**config.mk**
```make
export PLATFORM = sky130hd
export DESIGN_NAME = fet_fault_supervisor
export DESIGN_NICKNAME = d
export VERILOG_FILES = /design/src/hdl/ffs_pkg.sv /design/src/hdl/ffs_sync2.sv /design/src/hdl/fet_fault_supervisor.sv
export VERILOG_INCLUDE_DIRS = /design/src /design/src/hdl
export SDC_FILE = /design/constraint.sdc
export NUM_CORES = 1
export LEC_CHECK = 0
export ABC_CLOCK_PERIOD_IN_PS = 3300
export BUFFER_PORTS_ARGS = -buffer_cell sky130_fd_sc_hd__buf_2
export CORE_ASPECT_RATIO = 1.75
export CORE_MARGIN = 4
export CORE_UTILIZATION = 40
export CTS_CLUSTER_SIZE = 24
export DETAILED_ROUTE_END_ITERATION = 16
export GPL_ROUTABILITY_DRIVEN = 0
export GPL_TIMING_DRIVEN = 0
export HOLD_SLACK_MARGIN = 0.08
export PLACE_DENSITY_LB_ADDON = 0.05
export SLEW_MARGIN = 20
export SYNTH_ARGS = -nofsm -noshare
export SYNTH_HDL_FRONTEND = slang
export SYNTH_HIERARCHICAL = 1
export SYNTH_SLANG_ARGS = --single-unit
```
**constraint.sdc**
```tcl
create_clock -name pclk -period 3.3 [get_ports pclk]
set_clock_uncertainty 0.15 [all_clocks]
set_input_delay 0.495 -clock pclk [delete_from_list [all_inputs] [get_ports pclk]]
set_output_delay 0.495 -clock pclk [all_outputs]
set_load 0.01 [all_outputs]
```
**src/hdl/fet_fault_supervisor_defines.svh**
```systemverilog
// register offsets, field positions, reset values and timing counts
// assumes a 100 MHz pclk; included by bare name
`ifndef FET_FAULT_SUPERVISOR_DEFINES_SVH
`define FET_FAULT_SUPERVISOR_DEFINES_SVH

`define FFS_OFF_CTRL      8'h00
`define FFS_OFF_STATUS    8'h04
`define FFS_OFF_IRQ_MASK  8'h08
`define FFS_OFF_FLT_MASK  8'h0C
`define FFS_OFF_OT_THR    8'h10
`define FFS_OFF_TEMP      8'h14
`define FFS_OFF_GPIO_CFG  8'h18
`define FFS_OFF_GPIO_DATA 8'h1C
`define FFS_OFF_STATE     8'h20

`define FFS_CTRL_SW_EN    0
`define FFS_CTRL_RETRY    1
`define FFS_CTRL_DS_DIS   2
`define FFS_CTRL_RESTART  3

`define FFS_ST_SPF 0
`define FFS_ST_OT  1
`define FFS_ST_DS  2
`define FFS_ST_GD  3
`define FFS_ST_GS  4
`define FFS_ST_OC  5
`define FFS_STAT_W 6

`define FFS_CTRL_RST     4'h1
`define FFS_OT_THR_RST   8'hFF
`define FFS_GPIO_CFG_RST 16'h5032

`define FFS_CLK_NS      10
`define FFS_GS_DLY_NS   10000
`define FFS_GS_DLY_CYC  ((`FFS_GS_DLY_NS + `FFS_CLK_NS - 1) / `FFS_CLK_NS)
`define FFS_SU_TMR_US   2000
`define FFS_SU_TMR_CYC  (`FFS_SU_TMR_US * 1000 / `FFS_CLK_NS)
`define FFS_DS_TMR_US   1000
`define FFS_DS_TMR_CYC  (`FFS_DS_TMR_US * 1000 / `FFS_CLK_NS)
`define FFS_RETRY_US    100000
`define FFS_RETRY_CYC   (`FFS_RETRY_US * 1000 / `FFS_CLK_NS)

`endif

```
**src/hdl/ffs_pkg.sv**
```systemverilog
// types shared by the fet fault supervisor
// no assumptions beyond a single pclk domain
package ffs_pkg;

  typedef enum logic [2:0] {
    ST_OFF    = 3'b000,
    ST_CHECK  = 3'b001,
    ST_DISCH  = 3'b010,
    ST_START  = 3'b011,
    ST_STEADY = 3'b100,
    ST_FAULT  = 3'b101
  } sup_state_e;

  typedef enum logic [3:0] {
    FN_DIN    = 4'h0,
    FN_DOUT   = 4'h1,
    FN_FAULT  = 4'h2,
    FN_PGOOD  = 4'h3,
    FN_SWITCH_ENABLE_IO   = 4'h4,
    FN_ALERT  = 4'h5,
    FN_CMP1   = 4'h6,
    FN_CMP2   = 4'h7,
    FN_EEPROM_CLOCK_LINE  = 4'h8,
    FN_EEPROM_DATA_LINE = 4'h9
  } gpio_fn_e;

  // analog comparator levels, asynchronous to pclk
  typedef struct packed {
    logic enable_pin;
    logic backup_oc;
    logic current_reference_pin_gnd;
    logic tj_over;
    logic vds_small;
    logic vout_low;
    logic gate_near_vin;
    logic gs_ok;
    logic cmp1;
    logic cmp2;
  } sense_s;

endpackage

```
**src/hdl/ffs_sync2.sv**
```systemverilog
// two flip-flop level synchroniser
// inputs are asynchronous levels; only stage two is read outside
`timescale 1ns/1ps
module ffs_sync2 #(
  parameter int unsigned W = 1
) (
  input  wire logic         pclk,    // clock
  input  wire logic         presetn, // async reset, active low
  input  wire logic [W-1:0] d,       // asynchronous input
  output logic      [W-1:0] q        // synchronised output
);
  logic [W-1:0] meta_q;

  always_ff @(posedge pclk or negedge presetn) begin
    if (!presetn) begin
      meta_q <= '0;
      q      <= '0;
    end else begin
      meta_q <= d;
      q      <= meta_q;
    end
  end
endmodule

```
**src/hdl/fet_fault_supervisor.sv**
```systemverilog
// fet fault supervisor: protection sequencing, flags and apb registers
// assumes comparator levels are async, adc codes share pclk
`timescale 1ns/1ps
`include "fet_fault_supervisor_defines.svh"
module fet_fault_supervisor #(
  parameter int unsigned SU_TMR_CYC = `FFS_SU_TMR_CYC,
  parameter int unsigned DS_TMR_CYC = `FFS_DS_TMR_CYC,
  parameter int unsigned RETRY_CYC  = `FFS_RETRY_CYC,
  parameter int unsigned CUR_W      = 12
) (
  input  wire logic             pclk,          // clock
  input  wire logic             presetn,       // async reset, active low
  input  wire logic             psel,          // apb select
  input  wire logic             penable,       // apb enable
  input  wire logic             pwrite,        // apb write
  input  wire logic [7:0]       paddr,         // apb byte address
  input  wire logic [31:0]      pwdata,        // apb write data
  output logic      [31:0]      prdata,        // apb read data
  output logic                  pready,        // apb ready
  output logic                  pslverr,       // apb error
  input  wire ffs_pkg::sense_s  sense_raw,     // comparator levels
  input  wire logic [7:0]       temp_code,     // die temperature adc
  input  wire logic [CUR_W-1:0] current_code,  // load current adc
  input  wire logic [CUR_W-1:0] current_reference_pin_code,     // reference adc
  input  wire logic [3:0]       gpio_i,        // pin levels
  output logic      [3:0]       gpio_o,        // pin drive values
  output logic      [3:0]       gpio_oe,       // pin drive enables
  output logic                  gate_drive_on, // gate driver enable
  output logic                  discharge_en,  // output discharge
  output logic                  fault_output_n,// fault pin, low active
  output logic                  smb_alert_n,   // alert, low active
  output logic                  irq,           // interrupt, high
  output logic                  power_good_output,    // power good
  output logic [CUR_W-1:0]      load_current_monitor  // load current
);
  localparam int unsigned TW = 24;
  localparam logic [TW-1:0] GS_DLY = TW'(`FFS_GS_DLY_CYC);

  ffs_pkg::sense_s sn;
  logic [3:0]      gpio_s;

  ffs_sync2 #(.W($bits(ffs_pkg::sense_s))) u_sync_sense (
    .pclk    (pclk),
    .presetn (presetn),
    .d       (sense_raw),
    .q       (sn)
  );
  ffs_sync2 #(.W(4)) u_sync_gpio (
    .pclk    (pclk),
    .presetn (presetn),
    .d       (gpio_i),
    .q       (gpio_s)
  );

  // registers
  logic [3:0]             ctrl_q;
  logic [`FFS_STAT_W-1:0] status_q;
  logic [`FFS_STAT_W-1:0] irq_mask_q;
  logic [`FFS_STAT_W-1:0] flt_mask_q;
  logic [7:0]             ot_thr_q;
  logic [7:0]             temp_q;
  logic [15:0]            gpio_cfg_q;
  logic [3:0]             gpio_out_q;
  ffs_pkg::sup_state_e    state_q;
  logic [TW-1:0]          tmr_q;
  logic [TW-1:0]          gs_cnt_q;

  // apb
  logic wr_acc;
  logic rd_acc;
  logic restart;
  assign wr_acc  = psel & penable & pready & pwrite;
  assign rd_acc  = psel & penable & ~pready & ~pwrite;
  assign restart = wr_acc & (paddr == `FFS_OFF_CTRL)
                   & pwdata[`FFS_CTRL_RESTART];

  function automatic logic mapped(input logic [7:0] a);
    mapped = (a[1:0] == 2'h0) && (a <= `FFS_OFF_STATE);
  endfunction

  always_ff @(posedge pclk or negedge presetn) begin
    if (!presetn) begin
      pready  <= 1'b0;
      pslverr <= 1'b0;
    end else begin
      pready  <= psel & penable & ~pready;
      pslverr <= psel & penable & ~pready & ~mapped(paddr);
    end
  end

  always_ff @(posedge pclk or negedge presetn) begin
    if (!presetn) begin
      prdata <= 32'h0000_0000;
    end else if (rd_acc) begin
      case (paddr)
        `FFS_OFF_CTRL:      prdata <= {29'h0, ctrl_q[2:0]};
        `FFS_OFF_STATUS:    prdata <= {26'h0, status_q};
        `FFS_OFF_IRQ_MASK:  prdata <= {26'h0, irq_mask_q};
        `FFS_OFF_FLT_MASK:  prdata <= {26'h0, flt_mask_q};
        `FFS_OFF_OT_THR:    prdata <= {24'h0, ot_thr_q};
        `FFS_OFF_TEMP:      prdata <= {24'h0, temp_q};
        `FFS_OFF_GPIO_CFG:  prdata <= {16'h0, gpio_cfg_q};
        `FFS_OFF_GPIO_DATA: prdata <= {24'h0, gpio_s, gpio_out_q};
        `FFS_OFF_STATE:     prdata <= {27'h0, power_good_output,
                                       gate_drive_on, state_q};
        default:            prdata <= 32'h0000_0000;
      endcase
    end
  end

  always_ff @(posedge pclk or negedge presetn) begin
    if (!presetn) begin
      ctrl_q     <= `FFS_CTRL_RST;
      irq_mask_q <= '0;
      flt_mask_q <= '0;
      ot_thr_q   <= `FFS_OT_THR_RST;
      gpio_cfg_q <= `FFS_GPIO_CFG_RST;
      gpio_out_q <= 4'hF;
    end else if (wr_acc) begin
      case (paddr)
        `FFS_OFF_CTRL:      ctrl_q <= {1'b0, pwdata[2:0]};
        `FFS_OFF_IRQ_MASK:  irq_mask_q <= pwdata[`FFS_STAT_W-1:0];
        `FFS_OFF_FLT_MASK:  flt_mask_q <= pwdata[`FFS_STAT_W-1:0];
        `FFS_OFF_OT_THR:    ot_thr_q <= pwdata[7:0];
        `FFS_OFF_GPIO_CFG:  gpio_cfg_q <= pwdata[15:0];
        `FFS_OFF_GPIO_DATA: gpio_out_q <= pwdata[3:0];
        default:            ;
      endcase
    end
  end

  // telemetry sample
  always_ff @(posedge pclk or negedge presetn) begin
    if (!presetn) begin
      temp_q <= 8'h00;
    end else begin
      temp_q <= temp_code;
    end
  end

  // fault detection
  logic             enabled;
  logic             gate_cmd;
  logic [CUR_W-1:0] trip_thr;
  logic             primary_trip;
  logic             spf_det;
  logic             ot_det;
  logic             gd_det;
  logic             tmr_done;
  logic             gs_low_done;
  logic             ds_to;
  logic             gs_to;
  logic             any_fault;
  logic [`FFS_STAT_W-1:0] set_vec;

  assign enabled  = ctrl_q[`FFS_CTRL_SW_EN] & sn.enable_pin;
  assign gate_cmd = (state_q == ffs_pkg::ST_START)
                    | (state_q == ffs_pkg::ST_STEADY);
  assign trip_thr = sn.current_reference_pin_gnd ? '0 : current_reference_pin_code;
  assign primary_trip = gate_cmd & (current_code > trip_thr);
  assign spf_det  = gate_cmd & sn.backup_oc & ~primary_trip;
  // internal sensor and adc code only, external pin never used
  assign ot_det   = sn.tj_over | (temp_code >= ot_thr_q);
  assign gd_det   = sn.gate_near_vin & ~gate_cmd;
  assign tmr_done = (tmr_q == '0);
  assign ds_to    = (state_q == ffs_pkg::ST_DISCH) & tmr_done
                    & ~sn.vout_low;
  assign gs_to    = (state_q == ffs_pkg::ST_START) & tmr_done
                    & ~sn.gs_ok;
  assign gs_low_done = (state_q == ffs_pkg::ST_STEADY)
                       & (gs_cnt_q == GS_DLY);

  always_comb begin
    set_vec = '0;
    set_vec[`FFS_ST_SPF] = spf_det;
    set_vec[`FFS_ST_OT]  = ot_det;
    set_vec[`FFS_ST_DS]  = ds_to;
    set_vec[`FFS_ST_GD]  = gd_det;
    set_vec[`FFS_ST_GS]  = gs_to | gs_low_done;
    set_vec[`FFS_ST_OC]  = primary_trip & (state_q == ffs_pkg::ST_STEADY);
  end
  assign any_fault = |set_vec;

  // sticky flags: write one clears, restart clears, set wins
  always_ff @(posedge pclk or negedge presetn) begin
    if (!presetn) begin
      status_q <= '0;
    end else begin
      status_q <= (status_q
                   & ~(wr_acc && paddr == `FFS_OFF_STATUS ?
                       pwdata[`FFS_STAT_W-1:0] : '0)
                   & ~{`FFS_STAT_W{restart}})
                  | set_vec;
    end
  end

  // steady-state gate-source drop deglitch
  always_ff @(posedge pclk or negedge presetn) begin
    if (!presetn) begin
      gs_cnt_q <= '0;
    end else if (state_q != ffs_pkg::ST_STEADY || sn.gs_ok) begin
      gs_cnt_q <= '0;
    end else if (gs_cnt_q != GS_DLY) begin
      gs_cnt_q <= gs_cnt_q + TW'(1);
    end
  end

  // sequencer
  always_ff @(posedge pclk or negedge presetn) begin
    if (!presetn) begin
      state_q <= ffs_pkg::ST_OFF;
      tmr_q   <= '0;
    end else if (!enabled) begin
      state_q <= ffs_pkg::ST_OFF;
      tmr_q   <= '0;
    end else begin
      if (!tmr_done) begin
        tmr_q <= tmr_q - TW'(1);
      end
      case (state_q)
        ffs_pkg::ST_OFF: begin
          if (!ot_det && !gd_det) begin
            state_q <= ffs_pkg::ST_CHECK;
          end
        end
        ffs_pkg::ST_CHECK: begin
          if (any_fault) begin
            state_q <= ffs_pkg::ST_FAULT;
            tmr_q   <= TW'(RETRY_CYC);
          end else if (!ctrl_q[`FFS_CTRL_DS_DIS] && sn.vds_small) begin
            state_q <= ffs_pkg::ST_DISCH;
            tmr_q   <= TW'(DS_TMR_CYC);
          end else begin
            state_q <= ffs_pkg::ST_START;
            tmr_q   <= TW'(SU_TMR_CYC);
          end
        end
        ffs_pkg::ST_DISCH: begin
          if (any_fault) begin
            state_q <= ffs_pkg::ST_FAULT;
            tmr_q   <= TW'(RETRY_CYC);
          end else if (sn.vout_low) begin
            state_q <= ffs_pkg::ST_START;
            tmr_q   <= TW'(SU_TMR_CYC);
          end
        end
        ffs_pkg::ST_START: begin
          if (any_fault) begin
            state_q <= ffs_pkg::ST_FAULT;
            tmr_q   <= TW'(RETRY_CYC);
          end else if (sn.gs_ok) begin
            state_q <= ffs_pkg::ST_STEADY;
          end
        end
        ffs_pkg::ST_STEADY: begin
          if (any_fault) begin
            state_q <= ffs_pkg::ST_FAULT;
            tmr_q   <= TW'(RETRY_CYC);
          end
        end
        ffs_pkg::ST_FAULT: begin
          if (restart) begin
            state_q <= ffs_pkg::ST_OFF;
          end else if (ctrl_q[`FFS_CTRL_RETRY] && tmr_done
                       && !ot_det) begin
            state_q <= ffs_pkg::ST_OFF;
          end
        end
        default: state_q <= ffs_pkg::ST_OFF;
      endcase
    end
  end

  // pin drives
  logic             alert;
  logic             fault_ind;
  logic             pg_next;
  logic             gate_next;

  assign alert     = |(status_q & ~irq_mask_q);
  assign fault_ind = |(status_q & ~flt_mask_q);
  assign pg_next   = (state_q == ffs_pkg::ST_STEADY) & ~any_fault;
  assign gate_next = gate_cmd & ~any_fault;

  function automatic logic [1:0] pin_drive(input logic [3:0] fn,
                                           input logic       dout);
    pin_drive = 2'b00;
    case (fn)
      ffs_pkg::FN_DOUT:   pin_drive = {1'b1, dout};
      ffs_pkg::FN_FAULT:  pin_drive = {fault_ind, 1'b0};
      ffs_pkg::FN_PGOOD:  pin_drive = {1'b1, pg_next};
      ffs_pkg::FN_SWITCH_ENABLE_IO:   pin_drive = {state_q == ffs_pkg::ST_FAULT, 1'b0};
      ffs_pkg::FN_ALERT:  pin_drive = {alert, 1'b0};
      ffs_pkg::FN_CMP1:   pin_drive = {1'b1, sn.cmp1};
      ffs_pkg::FN_CMP2:   pin_drive = {1'b1, sn.cmp2};
      ffs_pkg::FN_EEPROM_CLOCK_LINE:  pin_drive = {~dout, 1'b0};
      ffs_pkg::FN_EEPROM_DATA_LINE: pin_drive = {~dout, 1'b0};
      default:            pin_drive = 2'b00;
    endcase
  endfunction

  always_ff @(posedge pclk or negedge presetn) begin
    if (!presetn) begin
      gpio_o  <= 4'h0;
      gpio_oe <= 4'h0;
    end else begin
      for (int i = 0; i < 4; i++) begin
        {gpio_oe[i], gpio_o[i]} <=
          pin_drive(gpio_cfg_q[4*i +: 4], gpio_out_q[i]);
      end
    end
  end

  always_ff @(posedge pclk or negedge presetn) begin
    if (!presetn) begin
      gate_drive_on     <= 1'b0;
      discharge_en      <= 1'b0;
      fault_output_n    <= 1'b1;
      smb_alert_n       <= 1'b1;
      irq               <= 1'b0;
      power_good_output <= 1'b0;
    end else begin
      gate_drive_on     <= enabled & gate_next;
      discharge_en      <= enabled & (state_q == ffs_pkg::ST_DISCH);
      fault_output_n    <= ~fault_ind;
      smb_alert_n       <= ~alert;
      irq               <= alert;
      power_good_output <= enabled & pg_next;
    end
  end

  always_ff @(posedge pclk or negedge presetn) begin
    if (!presetn) begin
      load_current_monitor <= '0;
    end else if (state_q == ffs_pkg::ST_STEADY) begin
      load_current_monitor <= current_code;
    end else begin
      load_current_monitor <= '0;
    end
  end

endmodule

```
=== Yosys cells after proc, flatten, opt, wreduce, memory -nomap -nowiden ===
Index checks and enable logic that the tools add are counted.

* Logic and storage cells: 199
* ROM bits: 0
* Input bits: 91
* Flip-flop bits (word level): 196
* Latch bits: 0
* Memory bits (writable): 0
* Memories: 0

* Reductions and logical operators: 30
* Eq/ne operators: 57
* $add $sub $neg: 2
* Order comparisons: 3
* Shifts and indexed selects: 0
* Bitwise logic cells: 50
* Divide/modulo/power cells: 0
* Mux-type cells: 30
* $mul: 0

{| class="wikitable"
|+ Operators with widths
! kind !! number
|-
| 24-bit two-way mux || 8
|-
| 16-bit one-hot mux with 9 select lines || 1
|-
| 24-bit one-hot mux with 3 select lines || 1
|-
| 4-bit by 3-bit == test with 1-bit output (second input constant) || 16
|-
| 2-bit one-hot mux with 8 select lines || 4
|-
| 4-bit by 2-bit == test with 1-bit output (second input constant) || 8
|-
| 4-bit == test (second input constant) || 8
|-
| 8-bit by 5-bit == test with 1-bit output (second input constant) || 4
|-
| 3-bit two-way mux || 10
|-
| 24-bit by 1-bit adder with 24-bit output (second input constant) || 1
|-
| 1-bit AND || 24
|-
| 6-bit AND || 4
|-
| 24-bit by 10-bit == test with 1-bit output (second input constant) || 1
|-
| 24-bit zero test || 1
|-
| 12-bit two-way mux || 2
|-
| 24-bit by 10-bit inequality test with 1-bit output (second input constant) || 1
|-
| 6-bit NOT || 4
|-
| 24-bit by 1-bit subtractor with 24-bit output (second input constant) || 1
|-
| 18-bit two-way mux || 1
|-
| 3-bit one-hot mux with 6 select lines || 1
|-
| 6-bit OR reduction || 3
|-
| 4-bit by 1-bit == test with 1-bit output (second input constant) || 4
|-
| 8-bit by 4-bit == test with 1-bit output (second input constant) || 2
|-
| 1-bit NOT || 14
|-
| other kinds (25) || 48
|}

=== Depth between registers and ports, before layout ===
* Word-level depth: 9
* Gate-level depth with buffers: 11

=== By module ===
Netlist, hierarchy kept.

{| class="wikitable"
|+ By module, submodules not included
! module !! seq. area each (sq um) !! cells an instance !! instances !! area an instance (sq um)
|-
| fet_fault_supervisor || 3828.7 || 783 || 1 || 8003.9
|-
| ffs_sync2 at u_sync_sense || 500.5 || 20 || 1 || 500.5
|-
| ffs_sync2 at u_sync_gpio || 200.2 || 8 || 1 || 200.2
|}

=== Least setup slack after synthesis ===
OpenSTA, ideal clock, no wires.

* Kind: register to register
* From: register u_sync_sense.q[7]
* To: register state_q[0]
* Path buffers: 2
* Slack: 0.506 ns
* Period minus slack after synthesis: 2.794 ns
* Arrival time: 2.564 ns
* Cell stages (with the launch flop): 12
* Cell sequence: dfrtp_1 > clkbuf_1 > nand2b_1 > ha_1 > nand4_1 > nor3_1 > or2_2 > a31oi_2 > o211ai_2 > buf_2 > o32ai_1 > mux2i_1

* Longest elaborated chain between the ends: 9
* Elaborated cells between the ends (all ways): 16
* Those cells by class: order compare: 1; eq/ne: 3; mux: 6; bitwise: 4; reduce/logical: 2

{| class="wikitable"
|+ RTL lines
! item !! line !! source
|-
| start: declaration || ffs_sync2.sv:10 || <nowiki>output logic [W-1:0] q</nowiki>
|-
| start signal: assignment || ffs_sync2.sv:20 || <nowiki>q <= meta_q;</nowiki>
|-
| 12-bit two-way mux (*) || fet_fault_supervisor.sv:159 || <nowiki>assign trip_thr = sn.current_reference_pin_gnd ? '0 : current_reference_pin_code;</nowiki>
|-
| 12-bit > comparator (*) || fet_fault_supervisor.sv:160 || <nowiki>assign primary_trip = gate_cmd & (current_code > trip_thr);</nowiki>
|-
| 1-bit AND (*) || fet_fault_supervisor.sv:160 ||
|-
| 1-bit NOT || fet_fault_supervisor.sv:161 || <nowiki>assign spf_det = gate_cmd & sn.backup_oc & ~primary_trip;</nowiki>
|-
| 1-bit AND || fet_fault_supervisor.sv:161 ||
|-
| 6-bit OR reduction (*) || fet_fault_supervisor.sv:182 || <nowiki>assign any_fault = |set_vec;</nowiki>
|-
| 3-bit two-way mux, on equally long branches || fet_fault_supervisor.sv:248, fet_fault_supervisor.sv:227, fet_fault_supervisor.sv:239 ||
|-
| 3-bit one-hot mux with 6 select lines || fet_fault_supervisor.sv:220 || <nowiki>case (state_q)</nowiki>
|-
| 3-bit two-way mux || fet_fault_supervisor.sv:213 || <nowiki>end else if (!enabled) begin</nowiki>
|-
| end signal: assignment || fet_fault_supervisor.sv:214 || <nowiki>state_q <= ffs_pkg::ST_OFF;</nowiki>
|-
| end signal: assignment || fet_fault_supervisor.sv:223 || <nowiki>state_q <= ffs_pkg::ST_CHECK;</nowiki>
|-
| end signal: assignment || fet_fault_supervisor.sv:249 || <nowiki>state_q <= ffs_pkg::ST_FAULT;</nowiki>
|-
| end: declaration || fet_fault_supervisor.sv:64 || <nowiki>ffs_pkg::sup_state_e state_q;</nowiki>
|}

Mark *: on every way between the ends. The rest lies on a longest branch, timed or not.
A chain may end at the register's enable or synchronous reset.

=== Final worst setup path ===
* From: register ot_thr_q[7]
* To: register tmr_q[7]

* Longest elaborated chain between the ends: 6
* Elaborated cells between the ends (all ways): 8
* Those cells by class: order compare: 1; mux: 5; bitwise: 1; reduce/logical: 1

{| class="wikitable"
|+ RTL lines
! item !! line !! source
|-
| start: declaration || fet_fault_supervisor.sv:60 || <nowiki>logic [7:0] ot_thr_q;</nowiki>
|-
| start signal: assignment || fet_fault_supervisor.sv:116 || <nowiki>ot_thr_q <= `FFS_OT_THR_RST;</nowiki>
|-
| start signal: assignment || fet_fault_supervisor.sv:124 || <nowiki>`FFS_OFF_OT_THR: ot_thr_q <= pwdata[7:0];</nowiki>
|-
| 8-bit >= comparator (*) || fet_fault_supervisor.sv:163 || <nowiki>assign ot_det = sn.tj_over | (temp_code >= ot_thr_q);</nowiki>
|-
| 1-bit OR (*) || fet_fault_supervisor.sv:163 ||
|-
| 6-bit OR reduction (*) || fet_fault_supervisor.sv:182 ||
|-
| 24-bit two-way mux, on equally long branches || -- ||
|-
| 24-bit one-hot mux with 3 select lines (*) || fet_fault_supervisor.sv:220 ||
|-
| 24-bit two-way mux (*) || fet_fault_supervisor.sv:213 ||
|-
| end signal: assignment || fet_fault_supervisor.sv:218 || <nowiki>tmr_q <= tmr_q - TW'(1);</nowiki>
|-
| end signal: assignment || fet_fault_supervisor.sv:250 || <nowiki>tmr_q <= TW'(RETRY_CYC);</nowiki>
|-
| end signal: assignment || fet_fault_supervisor.sv:258 || <nowiki>tmr_q <= TW'(RETRY_CYC);</nowiki>
|-
| end: declaration || fet_fault_supervisor.sv:65 || <nowiki>logic [TW-1:0] tmr_q;</nowiki>
|}

Marks and branches as above.

==> flow_summary.yaml <==
pwr:
  fin_total_pwr_mw: 4.66
  internal_power_mw: 3.63
  power_frac_seq_pct: 48.4
  p_leak_nw: 4.97
  swShare_pct: 22.1
  p_switching_mw: 1.03
  cellPowerDensity_nw_per_um2: 435
  ir_drop_uv: 355
  clockPowerShare_pct: 46.4
  pwr-share-comb_pct: 5.2
route:
  wl_per_cell_um: 19.2
  first_pass_iters: 5
  drc: 0
  dr.first_iter.drc_count: 361
  vias: 6920
  post_drt_via_cell_ratio: 5.35
  ant_nets: 0
  wirelength_um: 24900
timing:
  period_needed_ns: 3.13
  worst_slack_ns: 0.168
  drv_slew: 0
  period_share_pct: 94.9
  tightestPinTransition_ns: 1.02
  finalSetupTns_ns: 0
  whs_ns: 0.131
  rsz0062_at_grt: "no"
  final-setup-viol-count: 0
  hold_viol: 0
  fmax_ghz: 0.319
  maxSlewHeadroom_pct: 31.3
synthesis:
  synthXorXnorAreaFrac_pct: 3.92
  dominantRegCellSynth: "dfrtp_1"
  synth.area.top_cells: "dfrtp_1, mux2_2, dfstp_2"
  synth_cells: 811
  synth.yosys.seq_area_share_pct: 52.0
  synth_area_um2: 8700
  synth_top_area_share_pct: 46.0
  syn-mean-instance-area_um2: 10.7
  ys_types: 73
  async_reset_ff_share_pct: 100
  synth_fa_ha_area_share_pct: 3.45
  synthSimpleGateAreaFrac_pct: 17.2
  yosys.area.top_type: "dfrtp_1"
  synth_seq_cells: 180
  synthMuxAreaShare_pct: 6.43
  synth_top_family_by_area: "simple AND/OR/NAND/NOR gates"
  synth_compound_area_share_pct: 13.0
  synth_warnings: 6
  synth-edff-count: 0
cells_and_area:
  area_growth_pct: 23.0
  layout-drive-gt1-share_pct: 26.9
  num_antenna_cells: 0
  nets: 1104
  fillers: 2069
global_route:
  grt.overflow.total: 0
  track_usage_pct: 21.1
  grt_pass1_vias: 7313
  antenna_found_initial: 0
  grt_first_pass_wirelength_um: 39200
  grt_max_degree: 92
worst_setup_path:
  end_kind: "register"
  crit_arrival_ns: 3.27
  cp_max_fo: 10
  setup.worst_path.start_class: "register"
  crit_type: "register to register"
  crit_required_ns: 3.44
flow_run:
  drv_cap: 0
cts:
  cts_max_level: 4
  clk_latency_ns: 0.44
  tritoncts: "done"
  ctsLongestPathBuffers: 2
  cts.sinks: 180
  root_buffer: "clkbuf_16"
  cts-buffers-inserted: 17
  clkTransAtPathRegs_ns: 0.07
placed_design:
  dp_worst_setup_slack_ns: -0.677
  dpl.hpwl_um: 18600
  port_buffers: 118
hold_path:
  hold_path.class: "primary input to register"
floorplanning:
  die_area_um2: 24300
  row_count: 71
  design.portCount: 151
  start_util_pct: 40.5
  fp.dieW_um: 120
  fp.dieH_um: 203
  core_um2: 21500
run_status:
  status: "finished, final reports clean"
## sequential cells by signal (all words and copies together), names as in the netlist, 4 cells and up
name	flops
ot_thr_q	8
load_current_monitor	12
u_sync_gpio/q	4
gpio_cfg_q	16
u_sync_gpio/meta_q	4
flt_mask_q	6
temp_q	8
gpio_oe	4
prdata	16
u_sync_sense/q	10
status_q	6
gs_cnt_q	24
gpio_out_q	4
u_sync_sense/meta_q	10
irq_mask_q	6
gpio_o	4
tmr_q	24
## synth_stat cells (3+ instances only)
| master | n |
|---|---|
| buf_2 | 8 |
| ha_1 | 24 |
| a21oi_1 | 23 |
| nor3_1 | 19 |
| or2_2 | 3 |
| buf_4 | 16 |
| inv_1 | 27 |
| xor2_1 | 21 |
| dfrtp_1 | 160 |
| or3_1 | 13 |
| nand2_1 | 56 |
| a22oi_1 | 20 |
| or4_1 | 5 |
| o211ai_1 | 4 |
| a21o_1 | 4 |
| nand3_1 | 23 |
| and2_1 | 14 |
| o21a_1 | 3 |
| nor4_1 | 15 |
| clkbuf_1 | 21 |
| nand3b_1 | 3 |
| and3_1 | 9 |
| o32ai_1 | 4 |
| nand4_1 | 11 |
| xnor2_1 | 18 |
| mux2i_1 | 3 |
| mux2_2 | 47 |
| a22o_1 | 17 |
| a41o_1 | 5 |
| a31oi_1 | 10 |
| nand2b_1 | 18 |
| nor2_1 | 74 |
| o21ai_0 | 24 |
| o22ai_1 | 14 |
| a2111oi_0 | 3 |
| nor2b_1 | 4 |
| a222oi_1 | 4 |
| dfstp_2 | 20 |
## final timing paths
path | startpoint | cells after the start | slack, ns | end
worst max register to register | ot_thr_q[7] | 10 | 0.17 | tmr_q[7]
worst min-delay path | current_code[5] | 2 | 0.13 | load_current_monitor[5]
worst max-delay path | ot_thr_q[7] | 10 | 0.17 | tmr_q[7]
max in group asynchronous | presetn | 3 | 1.58 | gpio_cfg_q[4]
min in group asynchronous | presetn | 2 | 0.50 | tmr_q[13]
worst min register to register | u_sync_sense/meta_q[3] | 0 | 0.20 | u_sync_sense/q[3]
## power by group through the flow
stage	clock network (mW)	registers (mW)	logic, mW
after global routing	2.31	2.25	0.278
after CTS	2.22	2.25	0.249
after floorplan	0	2.29	0.0864
after global placement	0	2.29	0.215
final	2.16	2.25	0.245
after detailed placement	0	2.29	0.223
## layer usage
layer	global-route usage [%]	share of wire, %	vias to the layer above
met5	0	0	-
met2	39.5	55	189
met4	10.2	4.0	0
met3	3.44	3.7	58
met1	22.6	37	3401
li1	-	-	3272
## metrics by stage
step	utilization, %	cell area [um2]	cells
after floorplan	-	8760	826
after global placement	45.2	9720	1236
after detailed placement	45.5	9770	1238
after CTS	49.7	10700	1293
after global routing	49.8	10700	1294
final	49.8	10700	1294
## kinds of logic after synthesis
kind of cell | count (synthesis)
and+or+nand+nor | 288
DFF | 180
AOI/OAI and AO/OA | 157
buffers and inverters | 72
muxes | 50
xor gates and xnor gates | 39
adders and majority gates | 24
other | 1
## cell type report
type	instances	area, um2	share of cell area, %
Buffer	44	235	2.20
Inverter	27	101	0.946
Sequential cell	180	4530	42.3
Tap cell	292	365	3.41
Timing Repair Buffer	145	881	8.22
Multi-Input combinational cell	574	3970	37.1
Clock inverter	11	175	1.64
Clock buffer	21	450	4.21
## what timing repair did
action	CTS	global route
gates resized for setup	9	3
buffers inserted	0	2
endpoints found under the setup margin	33	16
endpoints found under the hold margin	102	0
hold buffers	23	0
## cells in the final DEF (no fill, tap or decap), drive strengths merged, types with 6 or more instances in the layout
| cell | n |
|---|---|
| dfrtp | 160 |
| buf | 146 |
| nor2 | 76 |
| nand2 | 56 |
| mux2 | 47 |
| clkbuf | 41 |
| inv | 28 |
| ha | 24 |
| a21oi | 24 |
| o21ai | 24 |
| nand3 | 23 |
| dlygate4sd3 | 23 |
| xor2 | 21 |
| a22oi | 20 |
| dfstp | 20 |
| nor3 | 20 |
| nand2b | 18 |
| xnor2 | 18 |
| a22o | 17 |
| conb | 16 |
| and2 | 15 |
| nor4 | 15 |
| o22ai | 14 |
| or3 | 14 |
| nand4 | 11 |
| a31oi | 11 |
| and3 | 9 |
| or4 | 6 |
## worst max-delay path: stages (launching register included)
cell and delay [ns]:
dfstp_2 0.55, inv_1 0.05, ha_1 0.32, and3_1 0.24, a221oi_4 0.34, o21ai_2 0.14, a21oi_2 0.22, o211ai_2 0.19
buf_2 0.25, o21ai_1 0.38, a31oi_1 0.15
Power figures use the tool's default switching activity.
